**src/core/cmpm_pkg.sv**
```systemverilog
// constants and carrier types for the cell monitor power mode controller.
// assumes a single core clock; sleep ticks come from the low-speed oscillator as a one-cycle pulse.
// Summary of operation
// RQ1: sleep is entered on a sleep command or on a watchdog timeout.
// RQ2: in sleep only comms input, slow oscillator and registers stay powered; digital core, sleep regulators and input buffers also stay on here.
// RQ3: sleep still runs timed scan and balance; comms activity wakes the device; balance sources are held off in sleep work here.
// RQ4: shutdown holds for as long as enable is low.
// RQ5: shutdown keeps digital core, sleep regulators and input buffers powered.
// RQ6: leaving shutdown skips the factory configuration reload.
// RQ7: normal mode has standby (waiting) and active (operation running) states.
// RQ8: balance current sources follow demand and are forced off in sleep and shutdown.
// RQ9: top three balance outputs drive p-channel, lower nine drive n-channel.
// RQ10: balancing mode is manual, timed or automatic.
// RQ11: chain holds at most fourteen devices of twelve cells each.
// RQ12: fault state is readable; comms faults answer or go unprompted upstream.
// RQ13: measurement results are unfiltered; fault detect inputs are filtered.
// RQ14: two scanning modes over all cells plus single direct measurement.
// RQ15: results are fourteen bits, held in data registers.
// RQ16: main regulator and external supply switch are on only in normal mode.
// RQ17: wake or shutdown exit lands in standby until a command starts work.
package cmpm_pkg;
    localparam int CMPM_CELLS = 12;
    localparam int CMPM_NCH_CELLS = 9;
    localparam int CMPM_MAX_DEVICES = 14;
    localparam int CMPM_ADC_BITS = 14;
    localparam int CMPM_FILT_LEN = 4;
    localparam logic [1:0] CMPM_BAL_MANUAL = 2'h0;
    localparam logic [1:0] CMPM_BAL_TIMED = 2'h1;
    localparam logic [1:0] CMPM_BAL_AUTO = 2'h2;

    typedef enum logic [4:0] {
        CMPM_ST_SHUTDOWN = 5'b0_0001,
        CMPM_ST_STANDBY = 5'b0_0010,
        CMPM_ST_ACTIVE = 5'b0_0100,
        CMPM_ST_SLEEP = 5'b0_1000,
        CMPM_ST_SLPWORK = 5'b1_0000
    } cmpm_state_t;

    typedef struct packed {
        logic sleep_cmd;
        logic wdog_timeout;
        logic comms_activity;
        logic op_start;
        logic op_done;
        logic timed_tick;
        logic timed_done;
    } cmpm_evt_t;

    typedef struct packed {
        logic main_reg_en;
        logic ext_sw_en;
        logic analog_bias_en;
        logic comms_in_en;
        logic slow_osc_en;
        logic regs_en;
        logic digital_core_en;
        logic sleep_reg_en;
        logic in_buf_en;
    } cmpm_pwr_t;
endpackage

```
**src/core/cmpm_filter.sv**
```systemverilog
// majority-free persistence filter for one fault detect input.
// assumes the input is already synchronous to the core clock.
`timescale 1ns/1ns
module cmpm_filter
(
    input wire logic i_core_clk,
    input wire logic i_srst,
    input wire logic i_raw,
    output logic o_filt
);
    import cmpm_pkg::*;
    logic [CMPM_FILT_LEN-1:0] hist_q;
    logic [CMPM_FILT_LEN-1:0] hist_d;
    logic filt_q;
    logic filt_d;

    always_comb
    begin
        hist_d = {hist_q[CMPM_FILT_LEN-2:0], i_raw};
        filt_d = filt_q;
        if (&hist_q)
        begin
            filt_d = 1'b1;
        end
        else if (~|hist_q)
        begin
            filt_d = 1'b0;
        end
    end

    always_ff @(posedge i_core_clk)
    begin
        if (i_srst)
        begin
            hist_q <= '0;
            filt_q <= 1'b0;
        end
        else
        begin
            hist_q <= hist_d;
            filt_q <= filt_d;
        end
    end

    assign o_filt = filt_q;
endmodule

```
**src/core/cmpm_top.sv**
```systemverilog
// power mode sequencer: normal/sleep/shutdown, rail enables, balance gate drive.
// assumes all inputs synchronous to i_core_clk; events are one-cycle pulses.
`timescale 1ns/1ns
module cmpm_top
(
    input wire logic i_core_clk,
    input wire logic i_srst,
    input wire logic i_enable,
    input wire cmpm_pkg::cmpm_evt_t i_evt,
    input wire logic [1:0] i_bal_mode,
    input wire logic [cmpm_pkg::CMPM_CELLS-1:0] i_bal_demand,
    input wire logic [cmpm_pkg::CMPM_CELLS-1:0] i_bal_timed_mask,
    input wire logic [cmpm_pkg::CMPM_CELLS-1:0] i_bal_auto_mask,
    input wire logic i_fault_raw,
    input wire logic i_meas_valid,
    input wire logic [cmpm_pkg::CMPM_ADC_BITS-1:0] i_meas_data,
    output cmpm_pkg::cmpm_state_t o_state,
    output cmpm_pkg::cmpm_pwr_t o_pwr,
    output logic [cmpm_pkg::CMPM_CELLS-1:0] o_balance_gate_drive_output,
    output logic [cmpm_pkg::CMPM_CELLS-1:0] o_gate_src_on,
    output logic o_factory_reload,
    output logic o_fault,
    output logic [cmpm_pkg::CMPM_ADC_BITS-1:0] o_meas_q
);
    import cmpm_pkg::*;

    cmpm_state_t state_q;
    cmpm_state_t state_d;
    logic boot_q;
    logic boot_d;
    // RQ11 twelve cells per device
    logic [CMPM_CELLS-1:0] src_q;
    logic [CMPM_CELLS-1:0] src_d;
    // RQ15 fourteen-bit result register
    logic [CMPM_ADC_BITS-1:0] meas_q;
    logic [CMPM_ADC_BITS-1:0] meas_d;
    logic fault_f;

    // n-channel gates turn on when the source sinks, p-channel when it sources
    function automatic logic [CMPM_CELLS-1:0] pin_level(input logic [CMPM_CELLS-1:0] on);
        logic [CMPM_CELLS-1:0] lvl;
        lvl = '0;
        for (int i = 0; i < CMPM_CELLS; i++)
        begin
            lvl[i] = (i < CMPM_NCH_CELLS) ? ~on[i] : on[i];
        end
        return lvl;
    endfunction

    function automatic logic is_normal(input cmpm_state_t s);
        return (s == CMPM_ST_STANDBY) || (s == CMPM_ST_ACTIVE);
    endfunction

    always_comb
    begin
        state_d = state_q;
        unique case (state_q)
            CMPM_ST_SHUTDOWN:
            begin
                // RQ17 exit to standby
                if (i_enable)
                begin
                    state_d = CMPM_ST_STANDBY;
                end
            end
            CMPM_ST_STANDBY:
            begin
                // RQ1 sleep entry
                if (i_evt.sleep_cmd || i_evt.wdog_timeout)
                begin
                    state_d = CMPM_ST_SLEEP;
                end
                // RQ7 start operation
                // RQ14 scans run in active
                else if (i_evt.op_start)
                begin
                    state_d = CMPM_ST_ACTIVE;
                end
            end
            CMPM_ST_ACTIVE:
            begin
                if (i_evt.sleep_cmd || i_evt.wdog_timeout)
                begin
                    state_d = CMPM_ST_SLEEP;
                end
                else if (i_evt.op_done)
                begin
                    state_d = CMPM_ST_STANDBY;
                end
            end
            CMPM_ST_SLEEP:
            begin
                // RQ3 wake on comms, timed work
                if (i_evt.comms_activity)
                begin
                    state_d = CMPM_ST_STANDBY;
                end
                else if (i_evt.timed_tick)
                begin
                    state_d = CMPM_ST_SLPWORK;
                end
            end
            CMPM_ST_SLPWORK:
            begin
                if (i_evt.comms_activity)
                begin
                    state_d = CMPM_ST_STANDBY;
                end
                else if (i_evt.timed_done)
                begin
                    state_d = CMPM_ST_SLEEP;
                end
            end
            default:
            begin
                state_d = CMPM_ST_SHUTDOWN;
            end
        endcase
        // RQ4 enable low forces shutdown
        if (!i_enable)
        begin
            state_d = CMPM_ST_SHUTDOWN;
        end
    end

    always_comb
    begin
        // RQ6 reload only on first power-up, never on shutdown exit
        boot_d = 1'b0;
        // RQ10 balance source selection
        src_d = '0;
        unique case (i_bal_mode)
            CMPM_BAL_TIMED: src_d = i_bal_demand & i_bal_timed_mask;
            CMPM_BAL_AUTO: src_d = i_bal_demand & i_bal_auto_mask;
            default: src_d = i_bal_demand;
        endcase
        // RQ8 sources off outside normal mode
        if (!is_normal(state_d))
        begin
            src_d = '0;
        end
        // RQ13 results stored unfiltered
        meas_d = i_meas_valid ? i_meas_data : meas_q;
    end

    always_ff @(posedge i_core_clk)
    begin
        if (i_srst)
        begin
            state_q <= CMPM_ST_SHUTDOWN;
            boot_q <= 1'b1;
            src_q <= '0;
            meas_q <= '0;
        end
        else
        begin
            state_q <= state_d;
            boot_q <= boot_d;
            src_q <= src_d;
            meas_q <= meas_d;
        end
    end

    // RQ13 fault inputs filtered
    cmpm_filter u_fault_filt
    (
        .i_core_clk(i_core_clk),
        .i_srst(i_srst),
        .i_raw(i_fault_raw),
        .o_filt(fault_f)
    );

    always_comb
    begin
        // RQ16 main regulator and switch in normal only
        o_pwr.main_reg_en = is_normal(state_q);
        o_pwr.ext_sw_en = is_normal(state_q);
        o_pwr.analog_bias_en = is_normal(state_q);
        // RQ2 sleep keeps comms, slow osc, registers
        o_pwr.comms_in_en = (state_q != CMPM_ST_SHUTDOWN);
        o_pwr.slow_osc_en = (state_q != CMPM_ST_SHUTDOWN);
        // RQ5 retained domains always on
        o_pwr.regs_en = 1'b1;
        o_pwr.digital_core_en = 1'b1;
        o_pwr.sleep_reg_en = 1'b1;
        o_pwr.in_buf_en = 1'b1;
    end

    assign o_state = state_q;
    assign o_gate_src_on = src_q;
    // RQ9 polarity per transistor type
    assign o_balance_gate_drive_output = pin_level(src_q);
    assign o_factory_reload = boot_q;
    // RQ12 fault state readable
    assign o_fault = fault_f;
    assign o_meas_q = meas_q;
endmodule

```
**config.mk**
```make
export PLATFORM = sky130hd
export DESIGN_NAME = cmpm_top
export DESIGN_NICKNAME = d
export VERILOG_FILES = /design/src/core/cmpm_pkg.sv /design/src/core/cmpm_filter.sv /design/src/core/cmpm_top.sv
export SDC_FILE = /design/constraint.sdc
export NUM_CORES = 1
export LEC_CHECK = 0
export ABC_AREA = 1
export BUFFER_PORTS_ARGS = -buffer_cell sky130_fd_sc_hd__buf_2
export CORE_MARGIN = 5
export CORE_UTILIZATION = 40
export CTS_BUF_LIST = sky130_fd_sc_hd__clkbuf_16
export CTS_CLUSTER_SIZE = 14
export DETAILED_ROUTE_END_ITERATION = 16
export PLACE_DENSITY = 0.77
export SKIP_LAST_GASP = 1
export SYNTH_ARGS = -nofsm -noshare
export SYNTH_HDL_FRONTEND = slang
export SYNTH_SLANG_ARGS = --single-unit
export TNS_END_PERCENT = 100
```
**constraint.sdc**
```tcl
create_clock -name i_core_clk -period 4 [get_ports i_core_clk]
set_input_delay 0.4 -clock i_core_clk [delete_from_list [all_inputs] [get_ports i_core_clk]]
set_output_delay 0.4 -clock i_core_clk [all_outputs]
set_load 0.02 [all_outputs]
```
## Word level (Yosys, flattened, before mapping)

Cells that the tools add are included.

- Bitwise operators: 12
- Mux-type cells: 14
- Equality and inequality tests: 11
- Reductions and logical operators: 6

Operators by type and width:

| cell | count |
|---|---|
| two-way mux 5 bit | 9 |
| case mux 5 bit (5 select lines) | 1 |
| bitwise AND 12 bit | 2 |
| case mux 12 bit (2 select lines) | 1 |
| equality test 5 x 2 -> 1 bit (second input constant) | 2 |
| equality test 5 x 3 -> 1 bit (second input constant) | 2 |
| NOT 1 bit | 10 |
| equality test 5 x 1 -> 1 bit (second input constant) | 1 |
| equality test 5 x 4 -> 1 bit (second input constant) | 1 |
| equality test 5 bit (second input constant) | 1 |
| != test 5 x 1 -> 1 bit (second input constant) | 1 |
| AND reduction 4 bit | 1 |
| OR reduction 4 bit | 1 |
| logical OR 1 bit | 3 |
| two-way mux 1 bit | 3 |
| equality test 2 x 1 -> 1 bit (second input constant) | 1 |
| equality test 2 bit (second input constant) | 1 |
| != test 2 x 1 -> 1 bit (second input constant) | 1 |
| OR reduction 2 bit | 1 |

- Logic and storage cells: 49
- Input bits: 64
- Register bits after elaboration: 37
- Output and inout bits: 54

## Longest topological paths before layout

Gate-level depths: netlist of the first run.

- Depth after elaboration: 8
- Gate-level depth with buffers: 9
- Gate-level depth less buffers: 9

## Cells and area by module

A second synthesis of the first run with hierarchy kept.

- Cell total of the unflattened synthesis: 225
- Area total of the unflattened synthesis: 1,745.4 sq um

By module, submodules not included:

| module | sequential area each (sq um) | cells an instance | times used | area each (sq um) |
|---|---|---|---|---|
| cmpm_top | 640.6 | 202 | 1 | 1,575.3 |
| cmpm_filter | 100.1 | 23 | 1 | 170.2 |

## Worst setup path after synthesis of the first run

No wires, ideal clock.

- Kind: reg2reg
- Start: reg state_q[4], in the netlist o_state[4]
- End: reg src_q[10], in the netlist o_gate_src_on[10]
- Clock period less this slack: 1,542 ps
- Path buffers: 1
- Setup time: 122 ps
- Setup slack: 2,458 ps
- Cell stages (with the launch flop): 9
- Arrival time: 1,420 ps
- Data required time: 3,878 ps
- Cell sequence: dfxtp_1 -> inv_1 -> nand3_1 -> nand2_1 -> nor2_1 -> nand2_2 -> nand3_4 -> buf_6 -> nor3_2

- Longest elaborated chain between the ends: 8
- Elaborated cells between the ends (all ways): 20
- Those cells by class: 7 x eq/ne; 10 x mux; 1 x bitwise; 2 x reduce/logical

RTL lines:

| item | RTL line | text |
|---|---|---|
| start: declaration | cmpm_top.sv:27 | `cmpm_state_t state_q;` |
| start signal: assignment | cmpm_top.sv:157 | `state_q <= state_d;` |
| two-way mux 5 bit (on tied branches) (2 in a row) | - |  |
| case mux 5 bit (5 select lines) * | cmpm_top.sv:57 | `unique case (state_q)` |
| two-way mux 5 bit * | cmpm_top.sv:120 | `if (!i_enable)` |
| equality test 5 x 2 -> 1 bit or equality test 5 x 3 -> 1 bit (tied branches) | cmpm_top.sv:51 | `return (s == CMPM_ST_STANDBY) \|\| (s == CMPM_ST_ACTIVE);` |
| logical OR 1 bit * | cmpm_top.sv:51 |  |
| NOT 1 bit (no source line) * | - |  |
| OR reduction 2 bit (no source line) * | - |  |
| end signal: assignment | cmpm_top.sv:159 | `src_q <= src_d;` |
| end: declaration | cmpm_top.sv:32 | `logic [CMPM_CELLS-1:0] src_q;` |

Every way passes the cells marked *; elsewhere a longest branch is shown, timed or not.
A chain may end at the register's enable or synchronous reset.

## Final worst setup path of the first run

- Start: reg state_q[1], in the netlist o_state[1]
- End: reg src_q[1], in the netlist o_gate_src_on[1]

The elaborated chain is that of the path after synthesis.

==> results of run 1 <==
## worst register-to-register path, delay by kind of cell, from the launching register on
| kind | cells | cell delay (ps) |
|---|---|---|
| flip-flops | 1 | 440 |
| AND/OR/NAND/NOR | 6 | 1290 |
## area by class of cell
cell class	instances	area, um2
clock buffer	5	125
fill	412	1880
inverter	28	105
multi-input combinational	145	830
tap	52	65.1
sequential	37	741
clock inverter	3	17.5
timing repair buffer	113	566
## where the power goes
part	leakage [nW]	internal, mW	switching [mW]
logic	0.869	0.0637	0.0943
registers	0.304	0.387	0.00973
clock network	0.0712	0.228	0.142
total	1.24	0.678	0.246
## how the worst min path moves through the flow
| stage | slack, ps | endpoint | start | cells past startpoint |
|---|---|---|---|---|
| 6_report | 320 | u_fault_filt.hist_q[0] | i_fault_raw | 3 |
| 5_1_grt | 320 | u_fault_filt.hist_q[0] | i_fault_raw | 3 |
| 4_1_cts | 320 | u_fault_filt.hist_q[0] | i_fault_raw | 3 |
| 3_5_place_dp | 430 | u_fault_filt.hist_q[2] | u_fault_filt.hist_q[1] | 2 |
| 3_3_place_gp | 430 | u_fault_filt.hist_q[2] | u_fault_filt.hist_q[1] | 2 |
| 2_1_floorplan | 410 | u_fault_filt.hist_q[2] | u_fault_filt.hist_q[1] | 2 |
## placed cells by master, fill, tap and decap left out
cell       synthesis  final
inv_2              3      3
nand3_4            1      1
nor3_2            10     10
or2_2              1      1
nor3_1             2      2
buf_2              1    113
ha_1               1      1
nand3_2            4      4
nor2_2             7      7
a21oi_1            3      3
o21ai_0           29     29
a21oi_2            1      1
nand3_1            4      4
nand2_2            2      2
clkinv_2           0      1
nand2_1            7      7
nor2_1            54     54
o22ai_1            1      1
dfxtp_1           37     37
nand4_1            1      1
clkinv_1           0      1
clkbuf_16          0      5
clkinv_4           0      1
mux2_2            12     12
inv_1             25     25
nor4_1             1      1
conb_1             1      4
## routing by layer
| metal | global-route usage | share of wire |
|---|---|---|
| met5 | 0 | 0 |
| met4 | 0.0507 | 0.0091 |
| met3 | 0.0667 | 0.12 |
| met2 | 0.268 | 0.48 |
| met1 | 0.185 | 0.39 |
## registers in the layout, summed over array words and instances, names as in the netlist
signal	flops
o_factory_reload	1
o_gate_src_on	12
o_meas_q	14
u_fault_filt.hist_q	4
u_fault_filt.o_filt	1
o_state	5
## metrics by stage
stage	instances	hold WS [ps]
floorplan	227	415
global placement	375	426
detailed placement	375	432
CTS	383	319
global route	383	322
finish	383	321
## kinds of logic after synthesis
kind of cell | Yosys count | synth area share
and+or+nand+nor | 94 | 0.276
AOI/OAI and AO/OA | 34 | 0.0983
adders and majority gates | 1 | 0.00702
DFF | 37 | 0.416
muxes | 12 | 0.0758
other | 1 | 0.00210
buffers and inverters | 45 | 0.125
==> results.toml, run 1 <==
[timing]
setup_viol = 0
drv_slew = 0
slew_headroom = 0.514
fin_crit_sh = 0.457
fin_ws_ps = 2170
rsz0062_at_grt = "no"
hold_viol = 0
clock_skew_ps = 5.27
tightest_slew_ps = 727
min_period_ps = 1830
fmax_mhz = 547
setup_tns_ps = 0

[yosys]
synth_edf_count = 0
yosysTopAreaCell = "dfxtp_1"
ys_warn_count = 0
synth_async_sr_flop_share = 0
synth_top_area_share = 0.416
syn-cell-area_um2 = 1780
synth_most_common_cell = "nor2_1"
synthCells = 224
ys_types = 26
synth.avg_cell_area_um2 = 7.95
synth_area_leaders = "dfxtp_1 (42%), nor2_1 (11%), o21ai_0 (8.1%), mux2_2 (7.6%), nor3_2 (5.6%)"
ys_seq_area_frac = 0.416
ys_ff_latch = 37
synth_ff_type = "dfxtp_1"
ys_top_cells_by_count = "nor2_1 (54), dfxtp_1 (37), o21ai_0 (29)"

[setup_path]
r2r-start = "o_state[1]"
cp_slowest_cell = "nand3_1"
critPathLaunch = "o_state[1]"
critPathLaunchType = "register"
endpoint_kind = "register"
path_depth = 6
r2r_setup_slack_ps = 2170
path_cells = "nor2_2, nand3_2, nor2_1, nor2_2, nand3_1, nor3_1"
crit_required_ps = 4180
setup.worst_path.end = "o_gate_src_on[1]"
ff2ff_path_depth = 6
arrival_ps = 2010
crit_type = "register to register"
path_delay_family = "simple AND/OR/NAND/NOR gates"
crit_buf_inv = 0
timing.rr.end = "o_gate_src_on[1]"
slowest_delay_ps = 510
crit_top_cell = "nor2_2"
cp_max_fo = 12

[placed_design]
pre_cts_ws_ps = 2080
gp_congestion = 0.916
dp_hpwl_mm = 3.73
place_area_um2 = 2310
portBuffers = 113

[die]
die_x_um = 76.7
ios = 118
die_y_um = 76.7
placementRows = 24
start_util = 0.412
core_area_um2 = 4320
dieArea_um2 = 5890

[route]
drt_wl_total_mm = 4.73
wl_per_cell_um = 12.4
drt_pass1_iterations = 4
dr_total_vias = 1800
drc = 0
drtIter0Drc = 37
antenna_left = 0
routed_via_density = 4.70

[layout]
n_antenna_cell = 0
syn_to_final_growth_pct = 37.4
utilization = 0.566
postLayoutCellArea_um2 = 2450
drive_above_1_share = 0.486
fin_nets = 395

[clocking]
postCtsSetupBuffers = 0
clock_sinks = 37
cts_resized = 0
worstSkewPairLatency_ps = 270
clk_path_buf_depth = 2
cts_tree = "built"
cts.reportedPaths.clkPinSlew_ps = 60
cts-hold-fix-buffers = 0
numCtsBuffers = 5
root_buffer = "clkbuf_16"
htree_levels = 2

[global_routing]
grt_pass1_vias = 1829
grt_pass1_wl_mm = 7.95
antenna_found_initial = 0
grt-ovfl-total = 0
grt_max_degree = 17
grt_use_total = 0.161

[power_and_ir_drop]
vdd_drop_max_mv = 0.256
p_leak_nw = 1.24
power.density_nw_per_um2 = 377
power.total_uw = 924

[job]
cap_violations = 0

[outcome]
status = "finished, final reports clean"

[min_path]
min_path_type = "primary input to register"
No activity file was read; power rests on OpenSTA's default activity.
==> inputs of run 2 (changes only) <==
==> constraint.sdc (replaced) <==
create_clock -name i_core_clk -period 1.8 [get_ports i_core_clk]
set_input_delay 0.18 -clock i_core_clk [delete_from_list [all_inputs] [get_ports i_core_clk]]
set_output_delay 0.18 -clock i_core_clk [all_outputs]
set_load 0.02 [all_outputs]
==> run 2 against run 1 <==
Net effect: flip-flop and latch count unchanged; fmax is 17% higher; global-route usage increased by 0.060 points; count of clock-buffer cells in the layout stayed put; die area did not move; clock power increased by 120%; worst setup slack got worse by 1900 ps; wire length up 2.1%; sequential power rose by 120%; via count is essentially flat; critical path depth rose by 2; critical endpoint unchanged; largest power group unchanged; highest routed layer unchanged.
==> results.toml, run 2 (same netlist as run 1, synthesis figures left out) <==
[layout]
layout_commonest_cell = "buf_2"
fillCellCount = 419
final_cell_mix = "buf_2 (113), nor2_1 (54), dfxtp_1 (37)"
n_antenna_cell = 0
largest_reg_flops = 14
fin_nets = 398
syn_to_final_growth_pct = 38.7
multiInputGateArea_um2 = 830
drive_above_1_share = 0.491
seq_area_um2 = 741

[timing]
setup_viol = 0
drv_slew = 0
setup_tns_ps = 0
fmax_mhz = 642
fin_ws_ps = 242
rsz0062_at_grt = "no"
hold_viol = 0
fin_crit_sh = 0.866
min_period_ps = 1560
clock_skew_ps = 5.95

[die]
start_util = 0.412
die_y_um = 76.7
dieArea_um2 = 5890
core_area_um2 = 4320
die_x_um = 76.7
ios = 118
placementRows = 24

[job]
cap_violations = 0

[min_path]
holdCritStartpoint = "i_fault_raw"
min_path_type = "primary input to register"
hold_end = "u_fault_filt.hist_q[0]"
min_path_cells = 3

[placed_design]
portBuffers = 113
dp_hpwl_mm = 3.81
gp_congestion = 0.904
pre_cts_ws_ps = 243

[global_routing]
grt_pass1_wl_mm = 7.85
grt_pass1_vias = 1764
antenna_found_initial = 0
grt_use_total = 0.161
grt_max_degree = 16
grt-ovfl-total = 0

[clocking]
clock_sinks = 37
worstSkewPairLatency_ps = 270
postCtsSetupBuffers = 0
cts_resized = 0
htree_levels = 2
numCtsBuffers = 5
root_buffer = "clkbuf_16"
cts_tree = "built"
cts.reportedPaths.clkPinSlew_ps = 60
clk_path_buf_depth = 2
cts-hold-fix-buffers = 0

[outcome]
status = "finished, final reports clean"

[setup_path]
ff2ff_path_depth = 8
arrival_ps = 1750
crit_required_ps = 1990
timing.rr.end = "o_gate_src_on[1]"
cp_max_fo = 15
crit_type = "register to register"
r2r-start = "o_state[1]"
endpoint_kind = "register"
critPathLaunchType = "register"
r2r_setup_slack_ps = 240

[power_and_ir_drop]
power.density_nw_per_um2 = 834
p_leak_nw = 1.26
vdd_drop_max_mv = 0.520

[route]
dr_total_vias = 1801
antenna_left = 0
drc = 0
drt_pass1_iterations = 4
routed_via_density = 4.67
drtIter0Drc = 66
wl_per_cell_um = 12.5
drt_wl_total_mm = 4.84
[run 2: area by class of cell]
type                       instances  area share
multi-input combinational        145       0.336
sequential                        37       0.300
timing repair buffer             116       0.238
clock buffer                       5      0.0506
inverter                          28      0.0425
tap                               52      0.0263
clock inverter                     3     0.00709
[run 2: power by group]
| part | total (mW) | leakage [nW] | internal, mW | switching [mW] |
|---|---|---|---|---|
| Combinational | 0.354 | 0.884 | 0.144 | 0.210 |
| Clock | 0.825 | 0.0712 | 0.507 | 0.318 |
| Sequential | 0.881 | 0.304 | 0.859 | 0.0219 |
[run 2: routing by layer]
| layer | up-vias | track usage | share of wire |
|---|---|---|---|
| met5 | - | 0 | 0 |
| met4 | 0 | 0.0542 | 0.0074 |
| met3 | 2 | 0.0749 | 0.12 |
| met2 | 88 | 0.268 | 0.49 |
| met1 | 792 | 0.181 | 0.39 |
| li1 | 919 | - | - |
[run 2: worst max-delay path by stage]
stage	from	end	slack [ps]
global placement	i_bal_mode[0]	o_gate_src_on[6]	330
floorplan	o_state[4]	o_gate_src_on[10]	260
global route	o_state[1]	o_gate_src_on[1]	30
CTS	o_state[1]	o_gate_src_on[1]	230
finish	o_state[1]	o_gate_src_on[1]	240
detailed placement	o_state[1]	o_gate_src_on[1]	240
[run 2: stage by stage]
step	hold slack [ps]	instance area [um2]	std cells	total power [mW]	util
2_1_floorplan	208	1790	227	1.12	-
6_report	104	2470	386	2.06	0.571
3_5_place_dp	388	2330	378	1.25	0.538
4_1_cts	100	2470	386	2.09	0.571
3_3_place_gp	379	2330	378	1.25	0.538
5_1_grt	98.9	2470	386	2.17	0.571
[run 2: worst max-delay path: stages, from the launching register on]
cell and delay [ps]:
dfxtp_1 450, inv_1 130, nor2_2 100, nand3_2 120, nand2_2 120, inv_2 40
nand2_2 70, nand3_4 210, nor3_1 230
